$ cat src/design/rag_consts.vh
// Constants for the RAM and ROM address generation block of the 4-bit core.
// Assumes inclusion by bare name from design files compiled on core_clk.
//
// What this block does
// - Indirect RAM address is bank, high, low pointers.
// - Direct RAM access uses whole second word.
// - Window base-plus-digit address formed by only two instructions.
// - Long transfers replace all fourteen counter bits.
// - Page jump replaces counter bits seven to zero.
// - Page jump at page end lands next page.
// - Zero-page invoke loads six bits, clears rest.
// - Table jump target from immediate, accumulator, auxiliary.
// - Table word bit eight loads accumulator pair.
// - Table word bit nine loads both output latches.
// - Both bits set performs both writes together.
// - Table load leaves the instruction counter flow alone.
// - Ten-bit program words, two flags above data.
`ifndef RAG_CONSTS_VH
`define RAG_CONSTS_VH

// ----------------------------------------------------------------------
// Instruction encodings (casez patterns on a 10-bit program word)
// ----------------------------------------------------------------------
`define RAG_OP_PAGE_JUMP  10'b10????????
`define RAG_OP_ZERO_CALL  10'b0100??????
`define RAG_OP_TABLE_JUMP 10'b010100????
`define RAG_OP_TABLE_LOAD 10'b010101????
`define RAG_OP_LONG       10'b0110??????
`define RAG_OP_DIR_LOAD   10'b0111000000
`define RAG_OP_DIR_STORE  10'b0111000001
`define RAG_OP_IND_LOAD   10'b0111010000
`define RAG_OP_IND_STORE  10'b0111010001
`define RAG_OP_MREG_LOAD  10'b011110????
`define RAG_OP_MREG_SWAP  10'b011111????

// ----------------------------------------------------------------------
// Field positions and values
// ----------------------------------------------------------------------
`define RAG_LONG_SUB_HI    5
`define RAG_LONG_SUB_LO    4
`define RAG_SUB_INVOKE     2'h2
`define RAG_TBL_ACC_BIT    8
`define RAG_TBL_LATCH_BIT  9
`define RAG_SWAP_BIT       4
`define RAG_STORE_BIT      0
`define RAG_MREG_BASE      10'h020
`define RAG_PC_RESET       14'h0000

// ----------------------------------------------------------------------
// Target kinds handed to the target former
// ----------------------------------------------------------------------
`define RAG_TK_LONG  2'h0
`define RAG_TK_PAGE  2'h1
`define RAG_TK_ZERO  2'h2
`define RAG_TK_TABLE 2'h3

`endif

$ cat src/design/rag_addr_gen.v
// RAM and ROM address generation with its own fetch sequencer.
// Assumes ROM and RAM arrays answer combinationally to the held address on
// core_clk, and that pointer, accumulator and auxiliary values come from
// core logic on the same clock.
`timescale 1ns/1ns
`include "rag_consts.vh"

module rag_addr_gen (
  // Clock and reset
  input  wire        core_clk,
  input  wire        rst,
  // Program ROM
  output reg  [13:0] rom_addr,
  input  wire [9:0]  rom_data,
  // Data RAM
  output reg  [9:0]  ram_addr,
  output reg         ram_rd,
  output reg         ram_wr,
  output reg  [3:0]  ram_wdata,
  input  wire [3:0]  ram_rdata,
  // Pointer registers held by the core
  input  wire [1:0]  ptr_bank,
  input  wire [3:0]  ptr_hi,
  input  wire [3:0]  ptr_lo,
  // Accumulator and auxiliary register
  input  wire [3:0]  acc_val,
  input  wire [3:0]  aux_val,
  output reg         acc_load,
  output reg  [3:0]  acc_load_data,
  output reg         aux_load,
  output reg  [3:0]  aux_load_data,
  // Port output latches
  output reg  [3:0]  out_latch_one,
  output reg  [3:0]  out_latch_two,
  // Hand-off to the rest of the core
  output reg         instr_valid,
  output reg  [9:0]  instr_word,
  output reg         call_push,
  output reg  [13:0] call_ret_addr,
  output reg  [13:0] instr_counter
);

  // --------------------------------------------------------------------
  // Sequencer states, one-hot
  // --------------------------------------------------------------------
  localparam [4:0] S_FETCH  = 5'h01;  // Present the counter to the ROM.
  localparam [4:0] S_DECODE = 5'h02;  // First word is on rom_data.
  localparam [4:0] S_WORD2  = 5'h04;  // Second word is on rom_data.
  localparam [4:0] S_TABLE  = 5'h08;  // Table word is on rom_data.
  localparam [4:0] S_RAM    = 5'h10;  // RAM read data is on ram_rdata.

  reg  [4:0]  state;                  // Current sequencer state.
  reg  [9:0]  op_word;                // First word kept for two-step ops.
  wire [13:0] target;                 // Formed branch or table address.
  wire [9:0]  target_w1;              // Word that carries the immediate.
  wire [1:0]  target_kind;            // Kind of target to form.

  // --------------------------------------------------------------------
  // Helpers
  // --------------------------------------------------------------------
  // Maps an opcode to the kind of target it needs; used for the first
  // word while decoding and for the kept word while the second arrives.
  function [1:0] kind_of;
    input [9:0] word;
    begin
      casez (word)
        `RAG_OP_PAGE_JUMP: kind_of = `RAG_TK_PAGE;
        `RAG_OP_ZERO_CALL: kind_of = `RAG_TK_ZERO;
        `RAG_OP_LONG:      kind_of = `RAG_TK_LONG;
        default:           kind_of = `RAG_TK_TABLE;
      endcase
    end
  endfunction

  // True when the long-form word is the subroutine invoke variant.
  function is_invoke;
    input [9:0] word;
    begin
      is_invoke = (word[`RAG_LONG_SUB_HI:`RAG_LONG_SUB_LO] == `RAG_SUB_INVOKE);
    end
  endfunction

  // Memory-register window address: fixed base plus the digit number.
  function [9:0] mreg_addr;
    input [9:0] word;
    begin
      mreg_addr = `RAG_MREG_BASE + {6'h00, word[3:0]};
    end
  endfunction

  // --------------------------------------------------------------------
  // Target former
  // --------------------------------------------------------------------
  // While the second word is on the bus the kept first word drives the
  // immediate; otherwise the word being decoded does.
  assign target_w1   = (state == S_WORD2) ? op_word : rom_data;
  assign target_kind = kind_of(target_w1);

  rag_target u_target (
    .kind      (target_kind),
    .cur_count (instr_counter),
    .word_one  (target_w1),
    .word_two  (rom_data),
    .acc_val   (acc_val),
    .aux_val   (aux_val),
    .target    (target)
  );

  // --------------------------------------------------------------------
  // Sequencer and datapath registers
  // --------------------------------------------------------------------
  // Every pulse output defaults low each cycle and is raised for exactly
  // one cycle by the branch that needs it.
  always @(posedge core_clk) begin
    if (rst) begin
      state         <= S_FETCH;
      op_word       <= 10'h000;
      rom_addr      <= 14'h0000;
      ram_addr      <= 10'h000;
      ram_rd        <= 1'b0;
      ram_wr        <= 1'b0;
      ram_wdata     <= 4'h0;
      acc_load      <= 1'b0;
      acc_load_data <= 4'h0;
      aux_load      <= 1'b0;
      aux_load_data <= 4'h0;
      out_latch_one <= 4'h0;
      out_latch_two <= 4'h0;
      instr_valid   <= 1'b0;
      instr_word    <= 10'h000;
      call_push     <= 1'b0;
      call_ret_addr <= 14'h0000;
      instr_counter <= `RAG_PC_RESET;
    end else begin
      ram_rd      <= 1'b0;
      ram_wr      <= 1'b0;
      acc_load    <= 1'b0;
      aux_load    <= 1'b0;
      instr_valid <= 1'b0;
      call_push   <= 1'b0;
      case (state)
        S_FETCH: begin
          // Fetch the opcode word and step past it.
          rom_addr      <= instr_counter;
          instr_counter <= instr_counter + 14'h0001;
          state         <= S_DECODE;
        end
        S_DECODE: begin
          op_word <= rom_data;
          state   <= S_FETCH;
          casez (rom_data)
            `RAG_OP_PAGE_JUMP: begin
              instr_counter <= target;
            end
            `RAG_OP_ZERO_CALL: begin
              // Return point is the already advanced counter.
              call_push     <= 1'b1;
              call_ret_addr <= instr_counter;
              instr_counter <= target;
            end
            `RAG_OP_TABLE_JUMP: begin
              instr_counter <= target;
            end
            `RAG_OP_TABLE_LOAD: begin
              // Read the table word; the counter is left where it is.
              rom_addr <= target;
              state    <= S_TABLE;
            end
            `RAG_OP_LONG, `RAG_OP_DIR_LOAD, `RAG_OP_DIR_STORE: begin
              // Two-word forms: the second word is fetched and counted too.
              rom_addr      <= instr_counter;
              instr_counter <= instr_counter + 14'h0001;
              state         <= S_WORD2;
            end
            `RAG_OP_IND_LOAD, `RAG_OP_IND_STORE: begin
              ram_addr <= {ptr_bank, ptr_hi, ptr_lo};
              if (rom_data[`RAG_STORE_BIT]) begin
                ram_wr    <= 1'b1;
                ram_wdata <= acc_val;
              end else begin
                ram_rd <= 1'b1;
                state  <= S_RAM;
              end
            end
            `RAG_OP_MREG_LOAD, `RAG_OP_MREG_SWAP: begin
              // Only these two opcodes ever form a window address.
              ram_addr <= mreg_addr(rom_data);
              ram_rd   <= 1'b1;
              state    <= S_RAM;
            end
            default: begin
              // Not an addressing instruction: hand it to the core.
              instr_valid <= 1'b1;
              instr_word  <= rom_data;
            end
          endcase
        end
        S_WORD2: begin
          state <= S_FETCH;
          casez (op_word)
            `RAG_OP_LONG: begin
              if (is_invoke(op_word)) begin
                call_push     <= 1'b1;
                call_ret_addr <= instr_counter;
              end
              instr_counter <= target;
            end
            default: begin
              // Direct form: the whole second word is the RAM address.
              ram_addr <= rom_data;
              if (op_word[`RAG_STORE_BIT]) begin
                ram_wr    <= 1'b1;
                ram_wdata <= acc_val;
              end else begin
                ram_rd <= 1'b1;
                state  <= S_RAM;
              end
            end
          endcase
        end
        S_TABLE: begin
          // Bits 9 and 8 steer, bits 7 to 0 carry the data; both writes
          // may happen in the same cycle.
          if (rom_data[`RAG_TBL_ACC_BIT]) begin
            acc_load      <= 1'b1;
            acc_load_data <= rom_data[3:0];
            aux_load      <= 1'b1;
            aux_load_data <= rom_data[7:4];
          end
          if (rom_data[`RAG_TBL_LATCH_BIT]) begin
            out_latch_one <= rom_data[3:0];
            out_latch_two <= rom_data[7:4];
          end
          state <= S_FETCH;
        end
        S_RAM: begin
          // Read data lands in the accumulator; a swap writes the old
          // accumulator back to the same address in the same step.
          acc_load      <= 1'b1;
          acc_load_data <= ram_rdata;
          casez (op_word)
            `RAG_OP_MREG_SWAP: begin
              ram_wr    <= 1'b1;
              ram_wdata <= acc_val;
            end
            default: begin
              ram_wr <= 1'b0;
            end
          endcase
          state <= S_FETCH;
        end
        default: begin
          // Unreachable code; recover cleanly.
          state <= S_FETCH;
        end
      endcase
    end
  end

endmodule

$ cat src/design/rag_target.v
// Branch target former for the address generation block.
// Assumes the caller selects the kind and supplies the already advanced counter.
`timescale 1ns/1ns
`include "rag_consts.vh"

module rag_target (
  // Selection and operands
  input  wire [1:0]  kind,
  input  wire [13:0] cur_count,
  input  wire [9:0]  word_one,
  input  wire [9:0]  word_two,
  input  wire [3:0]  acc_val,
  input  wire [3:0]  aux_val,
  // Result
  output reg  [13:0] target
);

  // --------------------------------------------------------------------
  // Target selection
  // --------------------------------------------------------------------
  // Purely combinational; the caller registers the result into the counter, or into rom_addr for a table load.
  always @* begin
    case (kind)
      `RAG_TK_LONG: begin
        target = {word_one[3:0], word_two};
      end
      `RAG_TK_PAGE: begin
        // Upper bits come from the counter after its increment, so a jump
        // sitting at the last word of a page reaches into the next page.
        target = {cur_count[13:8], word_one[7:0]};
      end
      `RAG_TK_ZERO: begin
        target = {8'h00, word_one[5:0]};
      end
      default: begin
        target = {2'h0, word_one[3:0], acc_val, aux_val};
      end
    endcase
  end

endmodule

$ cat config.mk
export PLATFORM = sky130hd
export DESIGN_NAME = rag_addr_gen
export DESIGN_NICKNAME = d
export VERILOG_FILES = /design/src/design/rag_addr_gen.v /design/src/design/rag_target.v
export VERILOG_INCLUDE_DIRS = /design/src /design/src/design
export SDC_FILE = /design/constraint.sdc
export NUM_CORES = 1
export LEC_CHECK = 0
export BUFFER_PORTS_ARGS = -buffer_cell sky130_fd_sc_hd__buf_2
export CORE_ASPECT_RATIO = 1.5
export CORE_MARGIN = 2
export CORE_UTILIZATION = 29
export CTS_BUF_LIST = sky130_fd_sc_hd__clkbuf_8
export DETAILED_ROUTE_END_ITERATION = 12
export MAX_ROUTING_LAYER = met4
export PLACE_DENSITY = 0.48
export SYNTH_ARGS = -nofsm -noshare
export SYNTH_HDL_FRONTEND = slang
export SYNTH_SLANG_ARGS = --single-unit
$ cat constraint.sdc
create_clock -name core_clk -period 2.73 [get_ports core_clk]
set_input_delay 0.546 -clock core_clk [delete_from_list [all_inputs] [get_ports core_clk]]
set_output_delay 0.546 -clock core_clk [all_outputs]
set_load 0.05 [all_outputs]
### Word-level counts from Yosys, hierarchy flattened

Index checks and enable logic that the tools add are counted.

* input bits: 34
* flip-flop bits (word level): 103
* output and inout port bits: 88
* logic and storage cells: 127

* add/sub/neg operators: 2
* equal/unequal tests: 36
* bitwise gates (word level): 3
* reduce and logical (&&, ||, !) cells: 22
* mux-type cells: 46

Operators with widths (count)
* $pmux W14 S2: 4
* $pmux W14 S3: 2
* $mux W14: 4
* $eq A10 B9 Y1 const B: 4
* $pmux W10 S2: 2
* $eq A6 B5 Y1 const B: 5
* $mux W4: 6
* $eq A4 B3 Y1 const B: 5
* $mux W10: 2
* $pmux W5 S4: 1
* $mux W5: 3
* $pmux W5 S3: 1
* $add A14 B1 Y14 const B: 1
* $mux W1: 13
* $ne A2 B2 Y1 const B: 6
* $pmux W4 S3: 1
* $reduce_or A11 Y1: 1
* $reduce_and A2 Y1: 5
* $eq A2 B2 Y1 const B: 4
* $pmux W1 S2: 4
* $pmux W4 S2: 1
* $reduce_or A2 Y1: 4
* $add A6 B4 Y7 const A: 1
* $ne A2 B1 Y1 const B: 3
* 18 further kinds: 26

### Logic depth before layout (Yosys ltp)

* depth after elaboration: 8
* depth in mapped cells: 9
* mapped depth without buffers: 7

### Cells and area by module

From an unflattened synthesis, not the netlist that was laid out.

* cells, all modules: 591
* area total of the unflattened synthesis: 5206.2 um^2

By module, submodules not included
* rag_addr_gen: area each 4827.1 um^2, cells an instance 546, times used 1, seq. area each 2062.0 um^2
* rag_target: area each 379.1 um^2, cells an instance 45, times used 1, seq. area each 0.0 um^2

### Least setup slack after synthesis

Ideal clock, no wire load.

* kind: input port to flip-flop
* start: input port rom_data[9]
* end: register call_ret_addr[4]
* cell stages on the path: 7
* library setup time: 0.128 ns
* required time: 2.602 ns
* buffers on the path: 2
* setup slack: 0.361 ns
* arrival time: 2.241 ns
* path through: clkbuf_1 > or3b_2 > o21a_1 > a211oi_4 > buf_6 > mux2i_1 > nor2_1

* cells in the longest elaborated chain, start to end: 3

RTL lines
* start, declared: RTL line rag_addr_gen.v:14 `input wire [9:0] rom_data,`
* $eq A4 B3 Y1: RTL line rag_addr_gen.v:151 `casez (rom_data)`
* $ne A2 B1 Y1 (no source line)
* $reduce_and A4 Y1 (no source line)
* end signal, assigned: RTL line rag_addr_gen.v:158 `call_ret_addr <= instr_counter;`
* end signal, assigned: RTL line rag_addr_gen.v:204 `call_ret_addr <= instr_counter;`
* end, declared: RTL line rag_addr_gen.v:39 `output reg [13:0] call_ret_addr,`

No other way between the ends.
A chain may end at the register's enable or synchronous reset.

### Final worst setup path

* start: register state[2]
* end: register instr_counter[2]

* cells in the longest elaborated chain, start to end: 8
* elaborated cells on any way between the ends: 19
* those cells by class: 10 x eq/ne; 6 x mux; 3 x reduce/logical

RTL lines
* start, declared: RTL line rag_addr_gen.v:52 `reg [4:0] state;`
* start signal, assigned: RTL line rag_addr_gen.v:116 `state <= S_FETCH;`
* start signal, assigned: RTL line rag_addr_gen.v:146 `state <= S_DECODE;`
* start signal, assigned: RTL line rag_addr_gen.v:150 `state <= S_FETCH;`
* $eq A5 B3 Y1: RTL line rag_addr_gen.v:96, rag_addr_gen.v:141
* $mux W10: RTL line rag_addr_gen.v:96 `assign target_w1 = (state == S_WORD2) ? op_word : rom_data;`
* $eq A4 B3 Y1 / $eq A2 B2 Y1 (equally long branches): RTL line rag_addr_gen.v:66 `casez (word)`
* $pmux W2 S3: RTL line rag_addr_gen.v:66
* $eq A2 B2 Y1, or another cell as far along: RTL line rag_target.v:23 `case (kind)`
* $pmux W14 S3: RTL line rag_target.v:23
* $pmux W14 S2 / $mux W14 (equally long branches): RTL line rag_addr_gen.v:151, rag_addr_gen.v:200
* $pmux W14 S3: RTL line rag_addr_gen.v:141 `case (state)`
* end signal, assigned: RTL line rag_addr_gen.v:145 `instr_counter <= instr_counter + 14'h0001;`
* end signal, assigned: RTL line rag_addr_gen.v:153 `instr_counter <= target;`
* end signal, assigned: RTL line rag_addr_gen.v:159 `instr_counter <= target;`
* end, declared: RTL line rag_addr_gen.v:40 `output reg [13:0] instr_counter`

Several ways; a longest one is shown, not always the timed one. The select of a mux whose other input is x is not followed.

==> results.py <==
metrics = {
    "clock_tree": {
        "post_cts_resized": 0,
        "cts_tree": "yes",
        "hold_buffers": 0,
        "cts.sinks": 103,
        "htree_levels": 3,
        "cts_made_buffers": 9,
        "cts_max_path_buffers": 2,
        "cts-root-buf": "clkbuf_8",
        "cts.reportedPaths.clkPinSlew_ns": 0.11,
        "clk_latency_ns": 0.40,
        "cts_setup_buffers": 0,
    },
    "logic_synthesis": {
        "synth-compound-area-share_pct": 21.76,
        "synth.avg_cell_area_um2": 8.508,
        "synth_nets": 629,
        "synthSimpleGateAreaFrac_pct": 22.70,
        "synth-xor-area-share_pct": 0.1733,
        "synthArstFlopShare_pct": 0,
        "yosysMostFrequentCell": "dfxtp_1",
        "ys_dominant_reg_cell": "dfxtp_1",
        "muxShareOfSynthArea_pct": 9.309,
        "yosys_warnings": 0,
        "netlist_instances": 594,
        "seq_area_frac_synth_pct": 40.80,
        "yosys.area.top_type": "dfxtp_1",
        "ys_ff_latch": 103,
        "synth_enable_flop_cells": 0,
        "synth_top_area_share_pct": 40.80,
        "synth_common_cells": "dfxtp_1 (103), nor2_1 (92), a21oi_1 (51)",
        "syn-cell-area_um2": 5054,
        "synth-adder-area-share_pct": 0.2476,
        "synth_area_leaders": "dfxtp_1 (41%), mux2i_1 (9.3%), nor2_1 (6.8%), a21oi_1 (5.1%), a211oi_1 (3.4%)",
        "yosysUniqueCellTypes": 72,
        "synth_top_family_by_area": "simple AND/OR/NAND/NOR gates",
    },
    "critical_path": {
        "r2r_cells": 8,
        "critPathCaptureType": "register",
        "worstPathCellList": "buf_4 -> or3b_4 -> nor3_4 -> o21ai_0 -> a31oi_1 -> a21oi_1 -> o21ai_0 -> buf_4",
        "slowest_stage": "or3b_4",
        "path_class": "register to register",
        "cp_max_fo": 8,
        "worst_setup_path_start_kind": "register",
        "cpLargestDelayFamily": "compound AO/OA/AOI/OAI gates",
        "worst-endpoint-arrival_ns": 2.91,
        "r2r_setup_slack_ns": 0.17,
        "r2r-end": "instr_counter[2]",
        "required_ns": 3.08,
        "worst-path-buf-inv": 2,
        "worstReg2RegStart": "state[2]",
        "slowest_delay_ns": 0.44,
    },
    "timing": {
        "min_period_ns": 2.557,
        "maxSlewViolCount": 0,
        "fin_crit_sh_pct": 93.68,
        "fmax_mhz": 391.0,
        "setup_viol": 0,
        "finalSetupTns_ns": 0,
        "fin_skew_ns": 0.02120,
        "slew_headroom_pct": 39.63,
        "timing_hold_violations_final": 0,
        "worst_slack_ns": 0.1726,
        "rsz0062_at_grt": "false",
        "worst_pin_slew_ns": 0.8987,
    },
    "hold_path": {
        "hold_path.class": "primary input to register",
        "min_path_cells": 3,
        "holdCritStartpoint": "ptr_hi[1]",
        "holdPathEnd": "ram_addr[5]",
    },
    "power": {
        "p_leak_nw": 2.700,
        "intPower_mw": 2.533,
        "comb_power_share_pct": 36.7,
        "clockPowerShare_pct": 22.3,
        "irDropWorstVdd_mv": 0.4253,
        "power_density_nw_per_um2": 673.2,
        "swShare_pct": 41.37,
        "switchingPower_mw": 1.787,
        "seq_power_share_pct": 40.9,
    },
    "die": {
        "start_util_pct": 29.38,
        "fp-row-count": 59,
        "core-area_um2": 17200,
        "die_x_um": 111.8,
        "dieHeight_um": 165.7,
        "ios": 122,
        "dieArea_um2": 18520,
    },
    "detailed_routing": {
        "first_iter_violations": 294,
        "drc_errors": 0,
        "post_drt_wl_per_cell_um": 19.61,
        "detail-route-antenna-nets": 0,
        "routed_via_density": 5.351,
        "firstDrtPassIters": 5,
        "drt_wl_total_um": 18830,
        "vias": 5137,
    },
    "final_layout": {
        "fin_cells": 960,
        "num_antenna_cells": 0,
        "syn_to_final_growth_pct": 26.99,
        "nets": 777,
        "drive_above_1_share_pct": 30.25,
    },
    "placement": {
        "post-place-ws_ns": 0.1046,
        "io_buffers": 121,
        "dp_hpwl_um": 14570,
        "routabilityCongestion": 0.9829,
        "dp.cells": 944,
    },
    "outcome": {
        "outcome": "finished clean",
    },
    "global_route": {
        "grt-ovfl-total": 0,
        "grt_max_degree": 62,
        "grt_pass1_wl_um": 29540,
        "grt_usage_pct": 21.03,
        "grt_pass1_vias": 5083,
        "grt_antenna_before_repair": 0,
    },
    "flow_run": {
        "drv_cap": 0,
    },
}
==> worst reg2reg max path: stages (launching register included) <==
cell and delay (ns):
dfxtp_1 0.39, buf_4 0.17, or3b_4 0.44, nor3_4 0.40
o21ai_0 0.20, a31oi_1 0.37, a21oi_1 0.12, o21ai_0 0.28
buf_4 0.16
==> layer usage <==
metal | global-route usage, % | vias to the layer above | routed length [um]
met4 | 9.554 | 0 | 805
met1 | 23.28 | 2454 | 7215
li1 | - | 2439 | -
met3 | 3.366 | 56 | 723
met2 | 36.79 | 188 | 10080
met5 | - | - | 0
==> cell families (layout without fill, tap and decap cells) <==
family	after synthesis	after routing
AOI/OAI and AO/OA	159	159
xor gates and xnor gates	1	1
adders and majority gates	1	1
buffers and inverters	56	209
DFF	103	103
muxes	47	47
and+or+nand+nor	227	227
==> worst max-delay path by stage <==
stage / slack, ns / end / from / depth (start not counted)
detailed placement: 0.10 / instr_word[7] / rom_data[9] / 7
CTS: 0.15 / instr_counter[2] / state[2] / 8
finish: 0.17 / instr_counter[2] / state[2] / 8
global route: 0.04 / instr_counter[2] / state[2] / 8
global placement: 0.16 / instr_counter[0] / rom_data[9] / 9
floorplan: 0.36 / call_ret_addr[4] / rom_data[9] / 7
==> sequential cells by signal, indices dropped and copies added (netlist names) <==
signal and flops:
instr_word 10, ram_rd 1, rom_addr 14, ram_wdata 4
instr_valid 1, aux_load_data 4, state 5, ram_addr 10
acc_load 1, acc_load_data 4, ram_wr 1, out_latch_two 4
call_ret_addr 14, instr_counter 14, aux_load 1, op_word 10
call_push 1, out_latch_one 4
==> cell type report <==
cell class	count	area, um^2
inverters	10	37.54
well taps	213	266.5
fillers	1827	10780
repair buffers	183	1111
clock inverters	7	63.81
multi-input cells	435	2753
clock buffers	9	123.9
flip-flops and latches	103	2062
==> power by group through the flow <==
| stage | clock network (mW) | registers [mW] | logic [mW] |
|---|---|---|---|
| after floorplan | 0 | 2.06 | 0.706 |
| after global placement | 0 | 1.80 | 1.59 |
| after detailed placement | 0 | 1.80 | 1.59 |
| after CTS | 1.01 | 1.77 | 1.60 |
| after global routing | 1.07 | 1.78 | 1.72 |
| final | 0.965 | 1.77 | 1.59 |
==> stage by stage <==
| stage | cell area, um^2 | power, mW | utilization [%] | hold WS [ns] |
|---|---|---|---|---|
| detailed placement | 6230 | 3.394 | 36.22 | 0.4435 |
| floorplan | 5054 | 2.769 | - | 0.4498 |
| global placement | 6230 | 3.387 | 36.22 | 0.4388 |
| global route | 6417 | 4.569 | 37.31 | 0.3980 |
| CTS | 6417 | 4.374 | 37.31 | 0.3954 |
| finish | 6417 | 4.320 | 37.31 | 0.4142 |
==> placed cells by master, fill, tap and decap left out, types with 3 or more instances in the layout <==
cell type,count
a211oi_1,23
a21oi_1,51
a221oi_1,3
a22oi_1,7
a31oi_1,7
and3_1,4
buf_12,3
buf_2,120
buf_4,60
clkbuf_8,9
dfxtp_1,103
inv_1,10
inv_8,3
mux2i_1,47
nand2_1,45
nand2b_1,10
nand3_1,20
nand3b_1,4
nand4_1,3
nor2_1,92
nor2_2,3
nor2b_1,3
nor3_1,8
nor4_1,6
o211ai_1,11
o21a_1,5
o21ai_0,19
o221ai_1,3
or2_2,3
or3b_2,3
(Power assumes the default switching activity.)
